==> config.mk <==
export PLATFORM = sky130hd
export DESIGN_NAME = alu_instruction_subset
export DESIGN_NICKNAME = d
export VERILOG_FILES = /design/src/rtl/alu_core.v /design/src/rtl/alu_instruction_subset.v
export VERILOG_INCLUDE_DIRS = /design/src /design/src/rtl
export SDC_FILE = /design/constraint.sdc
export NUM_CORES = 1
export LEC_CHECK = 0
export BUFFER_PORTS_ARGS = -buffer_cell sky130_fd_sc_hd__buf_4
export CORE_UTILIZATION = 56
export DETAILED_ROUTE_END_ITERATION = 16
export PLACE_DENSITY = 0.81
export SLEW_MARGIN = 25
export SYNTH_ARGS = -nofsm -noshare
export SYNTH_HDL_FRONTEND = slang
export SYNTH_SLANG_ARGS = --single-unit
==> constraint.sdc <==
create_clock -name ref_clk -period 5.6 [get_ports ref_clk]
set_input_delay 1.12 -clock ref_clk [delete_from_list [all_inputs] [get_ports ref_clk]]
set_output_delay 1.12 -clock ref_clk [all_outputs]
set_load 0.05 [all_outputs]
==> src/rtl/alu_consts.vh <==
// Purpose: constants for the accumulator / file-register datapath
// Assumes: 14-bit instruction words, 8-bit data, 7-bit register index
// Notes:   included by the datapath top file
// Behaviour
// - literal add updates accumulator and three flags
// - literal and updates accumulator, null flag only
// - target select zero accumulator, one register
// - register and with accumulator, null flag only
// - register add to target, three flags
// - clear one register bit, flags kept
// - set one register bit, flags kept
// - skip when tested bit one, or zero for the clear test, two cycles
// - zero register and set null flag
// - bit group decoded by two opcode bits
`ifndef ALU_CONSTS_VH
`define ALU_CONSTS_VH

// top two bits of the instruction word select the group
`define GRP_MSB        13
`define GRP_LSB        12
`define GRP_BYTE       2'h0
`define GRP_BIT        2'h1
`define GRP_LIT        2'h3
// byte group opcode field
`define BOP_MSB        11
`define BOP_LSB        8
`define BOP_ADD        4'h7
`define BOP_AND        4'h5
`define BOP_CLR        4'h1
// bit group opcode field
`define BITOP_MSB      11
`define BITOP_LSB      10
`define BITOP_CLR      2'h0
`define BITOP_SET      2'h1
`define BITOP_TSTC     2'h2
`define BITOP_TSTS     2'h3
// literal group opcode field, bit 8 is a don't-care for add
`define LOP_MSB        11
`define LOP_LSB        9
`define LOP_ADD        3'h7
`define LOP_AND_MSB    11
`define LOP_AND        4'h9
// operand fields
`define DEST_BIT       7
`define SLOT_MSB       9
`define SLOT_LSB       7
`define IDX_MSB        6
`define IDX_LSB        0
`define LIT_MSB        7
`define LIT_LSB        0
// reset values
`define ACC_RST        8'h00
`define FLAG_RST       1'b0

`endif

==> src/rtl/alu_core.v <==
// Purpose: 8-bit add/and unit with carry, nibble carry and null result
// Assumes: operands valid in the same cycle, purely combinational
// Notes:   leaf of the instruction datapath
`timescale 1ns/10ps
module alu_core #(
  parameter WIDTH = 8
) (
  input  wire [WIDTH-1:0] op_a,
  input  wire [WIDTH-1:0] op_b,
  input  wire             do_and,
  output reg  [WIDTH-1:0] result,
  output reg              carry_out,
  output reg              nibble_out,
  output wire             is_null
);

  wire [WIDTH:0] sum_full;  // sum with carry slot
  wire [4:0]     low_sum;   // low nibble sum with its carry

  assign sum_full = {1'b0, op_a} + {1'b0, op_b};
  assign low_sum  = {1'b0, op_a[3:0]} + {1'b0, op_b[3:0]};

  ////////////////////////////////////////////////////////////////////////////
  // select logical or arithmetic result
  always @* begin
    if (do_and) begin
      result     = op_a & op_b;
      carry_out  = 1'b0;
      nibble_out = 1'b0;
    end else begin
      result     = sum_full[WIDTH-1:0];
      carry_out  = sum_full[WIDTH];
      nibble_out = low_sum[4];
    end
  end

  // null result detect, all zero bits
  assign is_null = (result == {WIDTH{1'b0}});

endmodule

==> src/rtl/alu_instruction_subset.v <==
// Purpose: executes the add, and, bit and clear subset on one word
// Assumes: one instruction per ref_clk; register file read is comb
// Notes:   file writes are a one-cycle strobe with data and index
`timescale 1ns/10ps
`include "alu_consts.vh"
module alu_instruction_subset #(
  parameter DW = 8,
  parameter IW = 7
) (
  input  wire          ref_clk,
  input  wire          rst,
  input  wire          instr_valid,
  input  wire [13:0]   instr_word,
  output wire [IW-1:0] file_index,
  input  wire [DW-1:0] file_rdata,
  output reg           file_we_q,
  output reg  [IW-1:0] file_waddr_q,
  output reg  [DW-1:0] file_wdata_q,
  output reg  [DW-1:0] acc_q,
  output reg           adder_overflow_bit_q,
  output reg           nibble_overflow_bit_q,
  output reg           result_null_bit_q,
  output reg           idle_cycle_q,
  output wire          instr_taken,
  output reg           unknown_op_q
);

  ////////////////////////////////////////////////////////////////////////////
  // field split
  // every field is cut unconditionally; the decode decides which apply
  wire [1:0]    grp;       // instruction group
  wire [3:0]    bop;       // byte-op code
  wire [1:0]    bitop;     // bit-op code
  wire [2:0]    slot;      // bit position
  wire          tgt;       // target select
  wire [DW-1:0] lit;       // literal value
  wire [DW-1:0] bit_mask;  // one-hot of slot

  assign grp        = instr_word[`GRP_MSB:`GRP_LSB];
  assign bop        = instr_word[`BOP_MSB:`BOP_LSB];
  assign bitop      = instr_word[`BITOP_MSB:`BITOP_LSB];
  assign slot       = instr_word[`SLOT_MSB:`SLOT_LSB];
  assign tgt        = instr_word[`DEST_BIT];
  assign lit        = instr_word[`LIT_MSB:`LIT_LSB];
  assign file_index = instr_word[`IDX_MSB:`IDX_LSB];

  // one-hot mask from a 3-bit slot, shared by set, clear and test
  function [DW-1:0] slot_mask;
    input [2:0] s;
    begin
      slot_mask = {{(DW-1){1'b0}}, 1'b1} << s;
    end
  endfunction

  assign bit_mask = slot_mask(slot);

  // no new word is accepted while a skipped slot is being idled
  assign instr_taken = instr_valid & ~idle_cycle_q;

  ////////////////////////////////////////////////////////////////////////////
  // decode
  wire is_add_literal_to_accumulator;  // literal add
  wire is_and_literal_into_accumulator;  // literal and
  wire is_add_accumulator_to_register;  // register add
  wire is_and_accumulator_with_register;  // register and
  wire is_zero_register;   // zero register
  wire is_bit;    // bit group

  // literal and needs all four code bits, literal add only the top three
  assign is_add_literal_to_accumulator = (grp == `GRP_LIT) &&
                    (instr_word[`LOP_MSB:`LOP_LSB] == `LOP_ADD);
  assign is_and_literal_into_accumulator = (grp == `GRP_LIT) && (bop == `LOP_AND);
  assign is_add_accumulator_to_register = (grp == `GRP_BYTE) && (bop == `BOP_ADD);
  assign is_and_accumulator_with_register = (grp == `GRP_BYTE) && (bop == `BOP_AND);
  // target zero would clear the accumulator; that form is left out
  assign is_zero_register  = (grp == `GRP_BYTE) && (bop == `BOP_CLR) && tgt;
  assign is_bit   = (grp == `GRP_BIT);

  ////////////////////////////////////////////////////////////////////////////
  // arithmetic unit; second operand is literal or file register
  wire [DW-1:0] alu_res;   // add or and result
  wire          alu_c;     // carry
  wire          alu_dc;    // nibble carry
  wire          alu_z;     // null result
  wire          use_lit;   // literal operand form
  wire [DW-1:0] op_b_sel;  // literal or register operand

  assign use_lit  = is_add_literal_to_accumulator | is_and_literal_into_accumulator;
  // the register read runs even for literal words; the mux keeps a
  // stray register value from ever reaching the literal forms
  assign op_b_sel = use_lit ? lit : file_rdata;

  // carries of the and form are simply not copied to the flags
  alu_core #(
    .WIDTH (DW)
  ) u_alu_core (
    .op_a       (acc_q),
    .op_b       (op_b_sel),
    .do_and     (is_and_literal_into_accumulator | is_and_accumulator_with_register),
    .result     (alu_res),
    .carry_out  (alu_c),
    .nibble_out (alu_dc),
    .is_null    (alu_z)
  );

  ////////////////////////////////////////////////////////////////////////////
  // next-state logic for accumulator, flags and file write
  reg [DW-1:0] acc_d;     // next accumulator
  reg          c_d;       // next carry flag
  reg          dc_d;      // next nibble flag
  reg          z_d;       // next null flag
  reg          we_d;      // file write strobe
  reg [DW-1:0] wdata_d;   // file write data
  reg          skip_d;    // next slot is idled
  reg          unk_d;     // word outside the subset

  // defaults hold accumulator, flags and write data, so an idled slot or a word outside
  // the subset leaves the visible state exactly as it was; write data
  // is held rather than zeroed so the write bus stays quiet between
  // strobes, at the price of a stale value beside a low strobe
  always @* begin
    acc_d   = acc_q;
    c_d     = adder_overflow_bit_q;
    dc_d    = nibble_overflow_bit_q;
    z_d     = result_null_bit_q;
    we_d    = 1'b0;
    wdata_d = file_wdata_q;
    skip_d  = 1'b0;
    unk_d   = 1'b0;
    if (instr_taken) begin
      if (is_add_literal_to_accumulator) begin
        // literal add, all three flags
        acc_d = alu_res;
        c_d   = alu_c;
        dc_d  = alu_dc;
        z_d   = alu_z;
      end else if (is_and_literal_into_accumulator) begin
        // literal and, carries untouched
        acc_d = alu_res;
        z_d   = alu_z;
      end else if (is_add_accumulator_to_register || is_and_accumulator_with_register) begin
        // register form, target picks destination
        if (tgt) begin
          // target one: result goes back to the register
          we_d    = 1'b1;
          wdata_d = alu_res;
        end else begin
          // target zero: result replaces the accumulator
          acc_d = alu_res;
        end
        z_d = alu_z;
        // only the add form moves the two carry flags
        if (is_add_accumulator_to_register) begin
          c_d  = alu_c;
          dc_d = alu_dc;
        end
      end else if (is_zero_register) begin
        // zero register, null flag forced
        we_d    = 1'b1;
        wdata_d = {DW{1'b0}};
        z_d     = 1'b1;
      end else if (is_bit) begin
        // bit group, flags never touched
        case (bitop)
          `BITOP_CLR: begin
            // read-modify-write, one bit forced low
            we_d    = 1'b1;
            wdata_d = file_rdata & ~bit_mask;
          end
          `BITOP_SET: begin
            // read-modify-write, one bit forced high
            we_d    = 1'b1;
            wdata_d = file_rdata | bit_mask;
          end
          `BITOP_TSTC: begin
            // idle the next slot when the bit reads low
            skip_d = ~|(file_rdata & bit_mask);
          end
          `BITOP_TSTS: begin
            // idle the next slot when the bit reads high
            skip_d = |(file_rdata & bit_mask);
          end
          default: begin
            // unreachable with a two-bit code, kept for safety
            skip_d = 1'b0;
          end
        endcase
      end else begin
        // outside the subset; state kept, flagged for the sequencer
        unk_d = 1'b1;
      end
    end
  end

  ////////////////////////////////////////////////////////////////////////////
  // state registers
  // the write address follows the word every cycle; only the strobe
  // qualifies it, so the register file must ignore it while low
  // reset loads constants only, nothing is read from other registers
  always @(posedge ref_clk or posedge rst) begin
    if (rst) begin
      acc_q                 <= `ACC_RST;
      adder_overflow_bit_q  <= `FLAG_RST;
      nibble_overflow_bit_q <= `FLAG_RST;
      result_null_bit_q     <= `FLAG_RST;
      file_we_q             <= 1'b0;
      file_waddr_q          <= {IW{1'b0}};
      file_wdata_q          <= {DW{1'b0}};
      idle_cycle_q          <= 1'b0;
      unknown_op_q          <= 1'b0;
    end else begin
      acc_q                 <= acc_d;
      adder_overflow_bit_q  <= c_d;
      nibble_overflow_bit_q <= dc_d;
      result_null_bit_q     <= z_d;
      file_we_q             <= we_d;
      file_waddr_q          <= file_index;
      file_wdata_q          <= wdata_d;
      idle_cycle_q          <= skip_d;
      unknown_op_q          <= unk_d;
    end
  end

endmodule

* After elaboration in Yosys (flattened, before gate mapping) *
Cells that the tools add are included.

word-level totals
  bits in read-only memories = 0
  input port bits = 25
  bits in writable memories = 0
  memories = 0
  word-level logic and storage cells = 105
  latch bits = 0
  output and inout bits = 37
  register bits after elaboration = 29

cells by class
  equality and inequality tests = 13
  div/mod/pow operators = 0
  shifts and indexed selects = 1
  bitwise logic cells = 11
  $mul = 0
  reductions and logical operators = 23
  $add $sub $neg = 2
  magnitude comparators = 0
  muxes and demuxes = 46

operators by type and width
  operator                                                           count
  8-bit two-way mux                                                  10
  1-bit two-way mux                                                  34
  8-bit AND                                                          3
  8-bit one-hot mux with 2 select lines                              1
  8-bit by 8-bit adder with 9-bit output                             1
  4-bit by 3-bit == test with 1-bit output, second input constant    2
  8-bit logical NOT                                                  1
  8-bit NOT                                                          1
  8-bit OR                                                           1
  4-bit nonzero test                                                 2
  8-bit OR reduction                                                 1
  1-bit by 3-bit << shifter with 8-bit output, first input constant  1
  2-bit == test, second input constant                               3
  1-bit logical AND                                                  6
  6-bit AND reduction                                                1
  3-bit nonzero test                                                 2
  4-bit by 4-bit adder with 5-bit output                             1
  2-bit by 1-bit == test with 1-bit output, second input constant    2
  4-bit by 1-bit == test with 1-bit output, second input constant    1
  4-bit == test, second input constant                               1
  2-bit logical NOT                                                  2
  2-bit != test, second input constant                               2
  4-bit AND reduction                                                1
  2-bit nonzero test                                                 2
  other kinds (11)                                                   14

* Depth between registers and ports, before layout *
Gate-level depths: netlist (run 1).

  depth in word-level cells = 11
  depth in mapped cells = 13

* Hierarchy *
A second synthesis (run 1) with hierarchy kept.

unflattened totals
  cells, all modules = 206
  area total of the unflattened synthesis = 2200.9 sq um

modules (own cells, without submodules)
  module                  seq. area each (sq um)  area an instance (sq um)  times used  cells each
  alu_instruction_subset  725.7                   1652.8                    1           135
  alu_core                0.0                     548.0                     1           71

* Least setup slack after synthesis (run 1) *
Ideal clock, no wire load.

  path type = input to register
  start point = in instr_word[8]
  end point = reg result_null_bit_q
  path buffers = 2
  data required time = 5478 ps
  setup time = 122 ps
  cell stages on the path = 13
  path slack = 1500 ps
  arrival = 3978 ps
  cell sequence = buf_4 -> or3b_1 -> a21oi_2 -> buf_2 -> mux2_2 -> ha_1 -> fa_1 -> nand3_1 -> a21oi_1 -> o21a_1 -> o31ai_1 -> nor2_1 -> a32o_1

on the way
  word-level cells in the longest chain between the ends = 10

RTL lines
  item                                                                        line                          source
  start: declaration                                                          alu_instruction_subset.v:13   input wire [13:0] instr_word,
  4-bit == test (no source line)                                              -
  1-bit logical AND                                                           alu_instruction_subset.v:72   assign is_and_literal_into_accumulator = (grp == `GRP_LIT) && (bop == `LOP_AND);
  1-bit OR                                                                    alu_instruction_subset.v:88   assign use_lit = is_add_literal_to_accumulator | is_and_literal_into_accumulator;
  8-bit two-way mux                                                           alu_instruction_subset.v:91   assign op_b_sel = use_lit ? lit : file_rdata;
  8-bit by 8-bit adder with 9-bit output / 8-bit AND (equally long branches)  alu_core.v:20, alu_core.v:27
  8-bit two-way mux                                                           alu_core.v:26                 if (do_and) begin
  8-bit logical NOT                                                           alu_core.v:38                 assign is_null = (result == {WIDTH{1'b0}});
  1-bit two-way mux                                                           alu_instruction_subset.v:141  end else if (is_add_accumulator_to_register || is_and_accumulator_with_register) begin
  1-bit two-way mux                                                           alu_instruction_subset.v:137  end else if (is_and_literal_into_accumulator) begin
  1-bit two-way mux                                                           alu_instruction_subset.v:131  if (is_add_literal_to_accumulator) begin
  end signal: assignment                                                      alu_instruction_subset.v:205  result_null_bit_q <= `FLAG_RST;
  end signal: assignment                                                      alu_instruction_subset.v:215  result_null_bit_q <= z_d;
  end: declaration                                                            alu_instruction_subset.v:22   output reg result_null_bit_q,

Several ways; a longest one is shown, not always the timed one.
A chain may end at the register's enable or synchronous reset.

* Final worst setup path (run 1) *
  start point = in instr_word[9]
  end point = reg result_null_bit_q

on the way
  word-level cells in the longest chain between the ends = 10

RTL lines
  item                                                                        line
  4-bit == test (no source line) / 3-bit == test (equally long branches)      -
  1-bit logical AND, on equally long branches                                 alu_instruction_subset.v:72, alu_instruction_subset.v:70
  1-bit OR                                                                    alu_instruction_subset.v:88
  8-bit two-way mux                                                           alu_instruction_subset.v:91
  8-bit by 8-bit adder with 9-bit output / 8-bit AND (equally long branches)  alu_core.v:20, alu_core.v:27
  8-bit two-way mux                                                           alu_core.v:26
  8-bit logical NOT                                                           alu_core.v:38
  1-bit two-way mux                                                           alu_instruction_subset.v:141
  1-bit two-way mux                                                           alu_instruction_subset.v:137
  1-bit two-way mux                                                           alu_instruction_subset.v:131

Several ways; a longest one is shown, not always the timed one.

==> results.md, run 1 <==
- The run finished with clean final reports.
- The maximum number of pins on one net before global-route repair is 30.
- The total congestion overflow after global routing is 0.
- The setup TNS is 0 ns.
- The hold violation count in the final report is 0.
- The mapped netlist covers 2160 µm².
- Cells fill 71.3% of the core in the end.
- The remaining antenna violation count after routing is 0.
- Sorting the synthesized cells by area gives the leading types as sky130_fd_sc_hd__dfrtp_1 34%, sky130_fd_sc_hd__ha_1 5.8%, sky130_fd_sc_hd__mux2_2 5.7%.
- The minimum setup slack in the final design is 1.35 ns.
- The critical path data required time is 5.77 ns.
- Headroom to the max-slew limit came out at 54.0%.
- Once the floorplan was initialized, standard cells occupied between 50% and 60% of the core.
- At the pin with the least slew margin, the transition time is 0.684 ns.
- The antenna diode count is 0.
- The number of inserted filler cells in the final layout is 286.
- In the final routed layout, each cell accounts on average for 15.8 µm.
- The total placed instance area is 2550 µm².
- In the post-synthesis netlist, the cell with the most instances is sky130_fd_sc_hd__dfrtp_1.
- The worst hold slack is 0.495 ns.
- The largest single stage delay on the critical path is 0.55 ns.
- The count of cells in the finished layout, fillers not included, comes to 312.
- The total via count after detailed routing is 1758.
- The signal on the critical path passes through buf_4, or3b_1, a21oi_2, mux2_2, ha_1, fa_1, nand3_1, a21oi_1, o21a_1, o31ai_1, nor2_1, a32o_1.
- Summing the areas of all fa, ha and maj instances in the mapped netlist gives 6.72% of the synthesized area.
- In this run the worst hold path is classified as flip-flop to flip-flop.
- The post-route netlist has 39.4% of its cells at a drive strength greater than 1.
- The critical path is of the primary input to flip-flop type.
- For this design, the CTS-stage hold fixing added 0 buffers.
- The tree built by TritonCTS fans out to 29 sinks.
- The post-layout minimum cycle time is 4.25 ns.
- The number of DRC violations after detailed-routing iteration 0 is 136.
- The share of synthesized cell area in and, or, nand and nor gates is 18.7%.
- Of all nets on the critical path, the largest fanout is 12.
- Summed over all cells, the static leakage comes to 1.23 nW.
- The maximum ir drop on the vdd rail is between 300 and 400 µV.
- Counting flops with an async set or reset pin after synthesis yields a share of between 90% and 100%.
- The internal cell power is about 0.60 mW.
- The die boundary width is around 64 µm.
- The number of clock buffers added by TritonCTS is 5.
- The number of global-route vias before repair is 1665.
- The fraction of power consumed by combinational cells is 59.2%.
- TritonCTS built the clock tree.
- After synthesis, the share of cell area in mux cells is 12.9%.
- Yosys printed 0 warnings.
- For the worst-skew pair, the clock arrives at the later sink with an insertion delay of 0.28 ns.
- The layout net count is between 200 and 300.
- The area of the core region is 3690 µm².
- The final worst clock skew is roughly 0.0027 ns.
- The synthesized netlist devotes 19.0% of its cell area to compound gates.
- The die covers approximately 4000 µm².
- The number of enable flip-flop cells after synthesis is 0.
- Setup repair after global routing left no endpoint under its margin.
- The first global-routing pass estimated 8.07 mm of wire.
- The net count after synthesis is 248.
- The main combinational cell family by area after synthesis is compound AO/OA/AOI/OAI gates.
- The DRC violation count after routing is 0.
- The total count of max-transition violations in the final report is 0.
- The mean cell area of the mapped netlist is 10.2 µm².
- The number of library cell types mapped by synthesis is 48.
- Summing all multi-input logic gate instances after layout gives between 1000 and 1500 µm².
- The number of buffers on the longest clock path is 2.
- The I/O pin count is 62.
- After clock tree synthesis, the clock-pin slew on the worst setup and hold paths is ~0.060 ns.
- Relative to the synthesized area, the layout overhead comes to 21.8%.
- The area share of the largest cell type after synthesis is 33.6%.
- The number of placed instances, taps included, is around 300.
- The initial antenna violation count was 0.
- The type of element launching the critical path is a primary input.
- The timing-limited maximum frequency is 235 MHz.
- By count the netlist is led by 29 x sky130_fd_sc_hd__dfrtp_1, 23 x sky130_fd_sc_hd__nor2_1, 17 x sky130_fd_sc_hd__a21oi_1.
- The number of gates resized after CTS was 0.
- The arrival time of the worst setup path is 4.42 ns.
- The clock tree synthesis step divided the H-tree into 2 levels.
- The dominant cell type by area after synthesis is sky130_fd_sc_hd__dfrtp_1.
- Across the run, the number of max-cap violations was 0.
- Counting every instance in the synthesized netlist gives between 200 and 250.
- Input and output buffers added on the ports amount to 61.
- The power after layout is 1.17 mW.
- The element type at the critical path end is a flip-flop.
- The height of the die is between 60 and 70 µm.
- The share of total power in sequential cells is a little over a quarter.
- Dividing the detail-routed via count by the number of cells gives ~5.6.
- The switching part of the total is 48.9%.
- The ratio of total power to cell area is 443 nW/µm².
- The share of the clock period used by the worst path after layout is 75.9%.
- The synthesized-area fraction occupied by xor and xnor cells is approximately 2.0%.
- The number of setup violations in the final report is 0.
- The iteration count of the initial detailed-routing pass is 4.
- Routability-driven placement finished with a final weighted congestion of approximately 0.91.
- The area of all sequential standard cells is 726 µm².
- Of the synthesized area, sequential elements account for approximately a third.
- The number of standard-cell rows in the floorplan is 22.
- The number of storage elements in the synthesis netlist is 29.
- Clock tree synthesis selected as its root buffer the cell sky130_fd_sc_hd__clkbuf_8.
- The switching power is 0.570 mW.
- The global router's overall resource usage is 26.2%.
- The clock network fraction of total power is 14.0%.
- The HPWL reported at the end of detailed placement is approximately 3.8 mm.
- The summed area of non-filler cells in the final layout is roughly 2600 µm².
- The prevailing post-synth register cell is sky130_fd_sc_hd__dfrtp_1.
- The library cell contributing the largest single delay on the critical path is sky130_fd_sc_hd__a21oi_2.
- The worst slack at placement is 1.10 ns.
- Buffers added to address setup during post-CTS repair amount to 0.
- The total wirelength of the detailed-routed design is between 4 and 5 mm.
==> cell families (layout without fill, tap and decap cells) <==
| group | count (synthesis) | count (layout) |
|---|---|---|
| simple gates | 66 | 66 |
| compound gates | 55 | 55 |
| flops | 29 | 29 |
| mux | 23 | 23 |
| buf+inv | 23 | 75 |
| fa+ha+maj | 11 | 11 |
| xor+xnor | 5 | 5 |
==> power groups by stage <==
stage               Combinational [mW]  Clock [mW]  Sequential [mW]
finish                           0.691       0.164            0.312
global route                     0.743       0.178            0.320
CTS                              0.691       0.168            0.311
detailed placement               0.688           0            0.314
global placement                 0.681           0            0.313
floorplan                        0.316           0            0.504
==> path summary, 6_finish.rpt <==
kind	from	to	slack [ns]	depth (start not counted)
hold / removal	file_wdata_q[1]	file_wdata_q[1]	0.50	1
max in group asynchronous	rst	adder_overflow_bit_q	4.30	2
setup / recovery	instr_word[9]	result_null_bit_q	1.35	12
hold reg to reg	file_wdata_q[1]	file_wdata_q[1]	0.50	1
setup reg to reg	acc_q[0]	result_null_bit_q	3.27	8
min in group asynchronous	rst	file_waddr_q[2]	0.91	2
==> cell usage in the layout (no fill, tap or decap), types with 2 or more instances in the layout <==
cell / synthesis / layout
sky130_fd_sc_hd__mux2_4: 2 / 2
sky130_fd_sc_hd__a21oi_2: 4 / 4
sky130_fd_sc_hd__clkinv_2: 0 / 2
sky130_fd_sc_hd__inv_1: 6 / 5
sky130_fd_sc_hd__nor3_1: 6 / 6
sky130_fd_sc_hd__nand2b_4: 2 / 2
sky130_fd_sc_hd__a31oi_1: 2 / 2
sky130_fd_sc_hd__nor2_2: 2 / 2
sky130_fd_sc_hd__a21o_1: 2 / 2
sky130_fd_sc_hd__xnor2_1: 2 / 2
sky130_fd_sc_hd__nand2_1: 13 / 13
sky130_fd_sc_hd__mux2i_1: 8 / 8
sky130_fd_sc_hd__o21ai_0: 8 / 8
sky130_fd_sc_hd__o31ai_1: 2 / 2
sky130_fd_sc_hd__nor2_1: 23 / 23
sky130_fd_sc_hd__xor2_1: 3 / 3
sky130_fd_sc_hd__clkbuf_8: 0 / 5
sky130_fd_sc_hd__nand3_1: 5 / 5
sky130_fd_sc_hd__o221ai_1: 3 / 3
sky130_fd_sc_hd__a21oi_1: 17 / 17
sky130_fd_sc_hd__nand2b_1: 3 / 3
sky130_fd_sc_hd__mux4_2: 2 / 2
sky130_fd_sc_hd__ha_1: 10 / 10
sky130_fd_sc_hd__mux2_2: 11 / 11
sky130_fd_sc_hd__nor3_4: 2 / 2
sky130_fd_sc_hd__o21a_1: 7 / 7
sky130_fd_sc_hd__dfrtp_1: 29 / 29
sky130_fd_sc_hd__buf_4: 8 / 61
sky130_fd_sc_hd__nand3b_1: 2 / 2
==> area by class of cell <==
| class | instances | share of cell area [%] |
|---|---|---|
| sequential | 29 | 27.6 |
| timing repair buffer | 61 | 17.4 |
| multi-input combinational | 160 | 48.7 |
| inverter | 6 | 0.856 |
| clock buffer | 6 | 2.76 |
| tap | 48 | 2.28 |
| clock inverter | 2 | 0.381 |
==> metal layers <==
metal | global-route usage [%] | share of wire, % | vias up
met5 | 0 | 0 | -
met4 | 10.8 | 2.2 | 0
li1 | - | - | 863
met2 | 40.3 | 46 | 67
met1 | 36.1 | 46 | 817
met3 | 5.36 | 6.4 | 11
==> critical path, delay by kind of cell <==
family | cells | cell delay, ns
fa+ha+maj | 2 | 0.65
compound gates | 5 | 1.46
buf+inv | 1 | 0.15
mux | 1 | 0.42
simple gates | 3 | 0.62
==> registers in the layout (all words and copies together) (netlist names) <==
register / cells
file_we_q: 1
unknown_op_q: 1
file_waddr_q: 7
result_null_bit_q: 1
nibble_overflow_bit_q: 1
idle_cycle_q: 1
acc_q: 8
adder_overflow_bit_q: 1
file_wdata_q: 8
Note: power is estimated with default switching activity, not from simulation.
==> inputs of run 2 (changes only) <==
CORE_UTILIZATION = 52   (was 56)
PLACE_DENSITY = 0.76   (was 0.81)
clock period = 4.16 ns   (was 5.6 ns; I/O delays follow)
==> run 2 against run 1 <==
Against the previous run:
- first-iteration DRC count shrank 49%
- final cell count grew 1.9%
- non-clock buffer count grew 4
- register-to-register slack lost 1.5 ns
- via count is essentially flat
- sequential cell count is the same
- hold slack lost 0.0035 ns
- routed wire length grew 2.8%
- clock power grew 85%
- highest routed layer unchanged
==> results.md, run 2 (same netlist as run 1, synthesis figures left out) <==
- The actual slew at the worst max-slew pin is 0.727 ns (+0.0431 ns).
- The number of buffer cells added on primary ports is 61 (unchanged).
- The count of max-cap constraint violations came to 0 (unchanged).
- The proportion of layout cells with a drive suffix above 1 is 40.7% (+1.3 points).
- The final worst clock skew was 0.00414 ns (+0.00147 ns).
- The library cell contributing the largest single delay on the critical path is sky130_fd_sc_hd__or3b_1.
- The largest registers in the layout are acc_q x8, file_wdata_q x8, file_waddr_q x7.
- The timing-limited maximum frequency is ~280 MHz.
- The endpoint of the lowest-slack register-to-register path is result_null_bit_q.
- The number of cells upsized or downsized after cts is 0 (unchanged).
- Setup repair after global routing left no endpoint under its margin.
- The total via count after detailed routing is 1757 (-0.057%).
- The number of global-route vias before repair is 1691 (+1.6%).
- The critical path data required time came to 4.33 ns (-1.44 ns).
- The total placed instance area is 2580 µm² (+1.3%).
- The number of placed cells counting well taps is 310 (+2.0%).
- The antenna diode count came to 0 (unchanged).
- The total wirelength of the detailed-routed design was 5.07 mm (+2.8%).
- The initial antenna violation count came to 0 (unchanged).
- The depth of the CTS H-tree is 2 (unchanged).
- The routability congestion estimate from global placement came to 0.922 (+1.4%).
- TritonCTS built the clock tree.
- The slack of the worst reg-to-reg path is 1.78 ns (-1.49 ns).
- The largest driver fanout on the critical path is 12 (unchanged).
- The average vias per placed instance is 5.53 (-1.9%).
- The maximum ir drop on the vdd rail is 423 µV (+17%).
- The number of buffers added for setup after CTS is 0 (unchanged).
- The starting utilization of the core area is 54.0% (-4.6 points).
- The HPWL reported at the end of detailed placement came to 4.00 mm (+4.5%).
- The clock transition at the registers of the reported paths came to 0.06 ns (about the same).
- The wire length of the first global-routing pass is 8.17 mm (+1.2%).
- The most critical setup path has its startpoint at instr_word[9].
- The wire length per cell is 15.9 µm (+0.82%).
- The setup path with the least slack is of type primary input to flip-flop.
- The hold violation count in the final report is 0 (unchanged).
- In the layout the commonest cells are 65 x sky130_fd_sc_hd__buf_4, 29 x sky130_fd_sc_hd__dfrtp_1, 23 x sky130_fd_sc_hd__nor2_1.
- The setup TNS is 0 ns (unchanged).
- The hold buffer count at cts was 0 (unchanged).
- The remaining antenna violation count after routing came to 0 (unchanged).
- The total congestion overflow after global routing is 0 (unchanged).
- The total count of max-transition violations in the final report is 0 (unchanged).
- The layout net count came to 303 (+1.3%).
- The area of the core region was 4000 µm² (+8.4%).
- The global router's overall resource usage is 25.5% (-0.73 points).
- The area of all sequential standard cells is 726 µm² (unchanged).
- The DRC violation count after routing came to 0 (unchanged).
- The iteration count of the initial detailed-routing pass is 4 (unchanged).
- The number of CTS-inserted buffers is 5 (unchanged).
- The cell depth of the worst flop-to-flop path came to 8 (unchanged).
- The number of buffers on the longest clock path is 2 (unchanged).
- The number of standard-cell rows in the floorplan is 23 (+4.5%).
- The I/O pin count is 62 (unchanged).
- The ratio of total power to cell area is 619 nW/µm² (+40%).
- The number of cells in the finished layout apart from fillers is 318 (+1.9%).
- In this run the most critical hold path is launched from file_wdata_q[1].
- The height of the die is 66.4 µm (+3.7%).
- The arrival time of the worst setup path is 3.80 ns (-0.62 ns).
- The number of setup violations in the final report is 0 (unchanged).
- The clock root buffer master is sky130_fd_sc_hd__clkbuf_8.
- STA classifies the critical path startpoint as a primary input.
- The die boundary width is 66.4 µm (+3.7%).
- The biggest cell delay along the critical path came to 0.39 ns (-0.16 ns).
- The element type at the critical path end is a flip-flop.
- The leakage component of the power was 1.26 nW (+2.7%).
- The layout-stage area growth over the synthesis result is 25.0%.
- The maximum number of pins on one net before global-route repair is 30 (unchanged).
- The total number of clock tree sinks came to 29 (unchanged).
- The clock latency of the later-clocked register in the worst-skew pair is 0.28 ns (about the same).
- The tightest min-delay check is of the flip-flop to flip-flop type.
- The share of the clock period used by the worst path after layout is 87.1%.
- Following the worst setup path forward leads to its endpoint at result_null_bit_q.
- The worst relative slew slack is 51.1% (-2.9 points).
- The number of inserted filler cells in the final layout is 333 (+16%).
- The overall die area came to 4410 µm² (+7.5%).
- Traced cell by cell, the critical path runs through buf_4, or3b_1, a21oi_2, buf_4, mux2_2, ha_1, a21oi_1, a21oi_1, o21a_1, o31ai_1, nor2_1, a32o_1.
- The summed area of non-filler cells in the final layout is 2700 µm² (+2.7%).
- The startpoint of the worst-slack reg-to-reg timing path is acc_q[0].
- The run finished with clean final reports.
- The most common cell after layout, fill and taps aside is sky130_fd_sc_hd__buf_4.
- The final core utilization is 67.5% (-3.8 points).
- The number of DRC violations after detailed-routing iteration 0 came to 70 (-49%).
- The total area of multi-input combinational cells is 1280 µm² (unchanged).
- The worst path in the final design needs a cycle of 3.62 ns, including I/O delays and setup.
-- run 2: cell count changes in the layout (fill, tap and decap cells not counted), sizes merged --
cell / before / now
clkinvlp: 0 / 1
buf: 61 / 65
bufinv: 0 / 1
clkinv: 2 / 0
-- run 2: layer usage --
metal | global-route usage (%) | vias to the layer above | part of all wire (%)
met2 | 39.9 | 62 | 47
met3 | 5.52 | 10 | 6.4
met1 | 33.7 | 812 | 44
met4 | 10.9 | 0 | 2.3
met5 | 0 | - | 0
li1 | - | 873 | -
-- run 2: report_power, final --
part | internal [mW] | switching, mW
clock network | 0.194 | 0.109
registers | 0.357 | 0.0624
logic | 0.343 | 0.606
total | 0.895 | 0.778
-- run 2: area by class of cell --
type	instances	area share, %
repair buffers	65	18.1
clock buffers	6	3.06
clock inverters	2	1.39
flip-flops and latches	29	26.9
multi-input cells	160	47.5
inverters	6	0.834
well taps	50	2.32
-- run 2: how the worst min path moves through the flow --
stage                            to  slack [ns]  cells after the start
detailed placement  file_wdata_q[1]        0.48                      1
floorplan                  acc_q[0]        0.77                      2
global route        file_wdata_q[2]        0.52                      1
CTS                 file_wdata_q[1]        0.49                      1
finish              file_wdata_q[1]        0.49                      1
global placement    file_wdata_q[0]        0.48                      1
-- run 2: worst max-delay path: cells and delay by family --
family	cells	cell delay (ns)
buffers and inverters	2	0.35
multiplexers	1	0.37
adder cells (fa/ha/maj)	1	0.31
AND/OR/NAND/NOR	2	0.48
AO/OA/AOI/OAI	6	1.44
-- run 2: per-stage QoR --
step                setup slack [ns]  hold slack (ns)  power, mW
floorplan                      0.348            0.770       1.10
global placement               0.366            0.480       1.36
detailed placement             0.278            0.481       1.37
CTS                            0.567            0.495       1.68
global route                   0.336            0.520       1.77
finish                         0.535            0.492       1.67
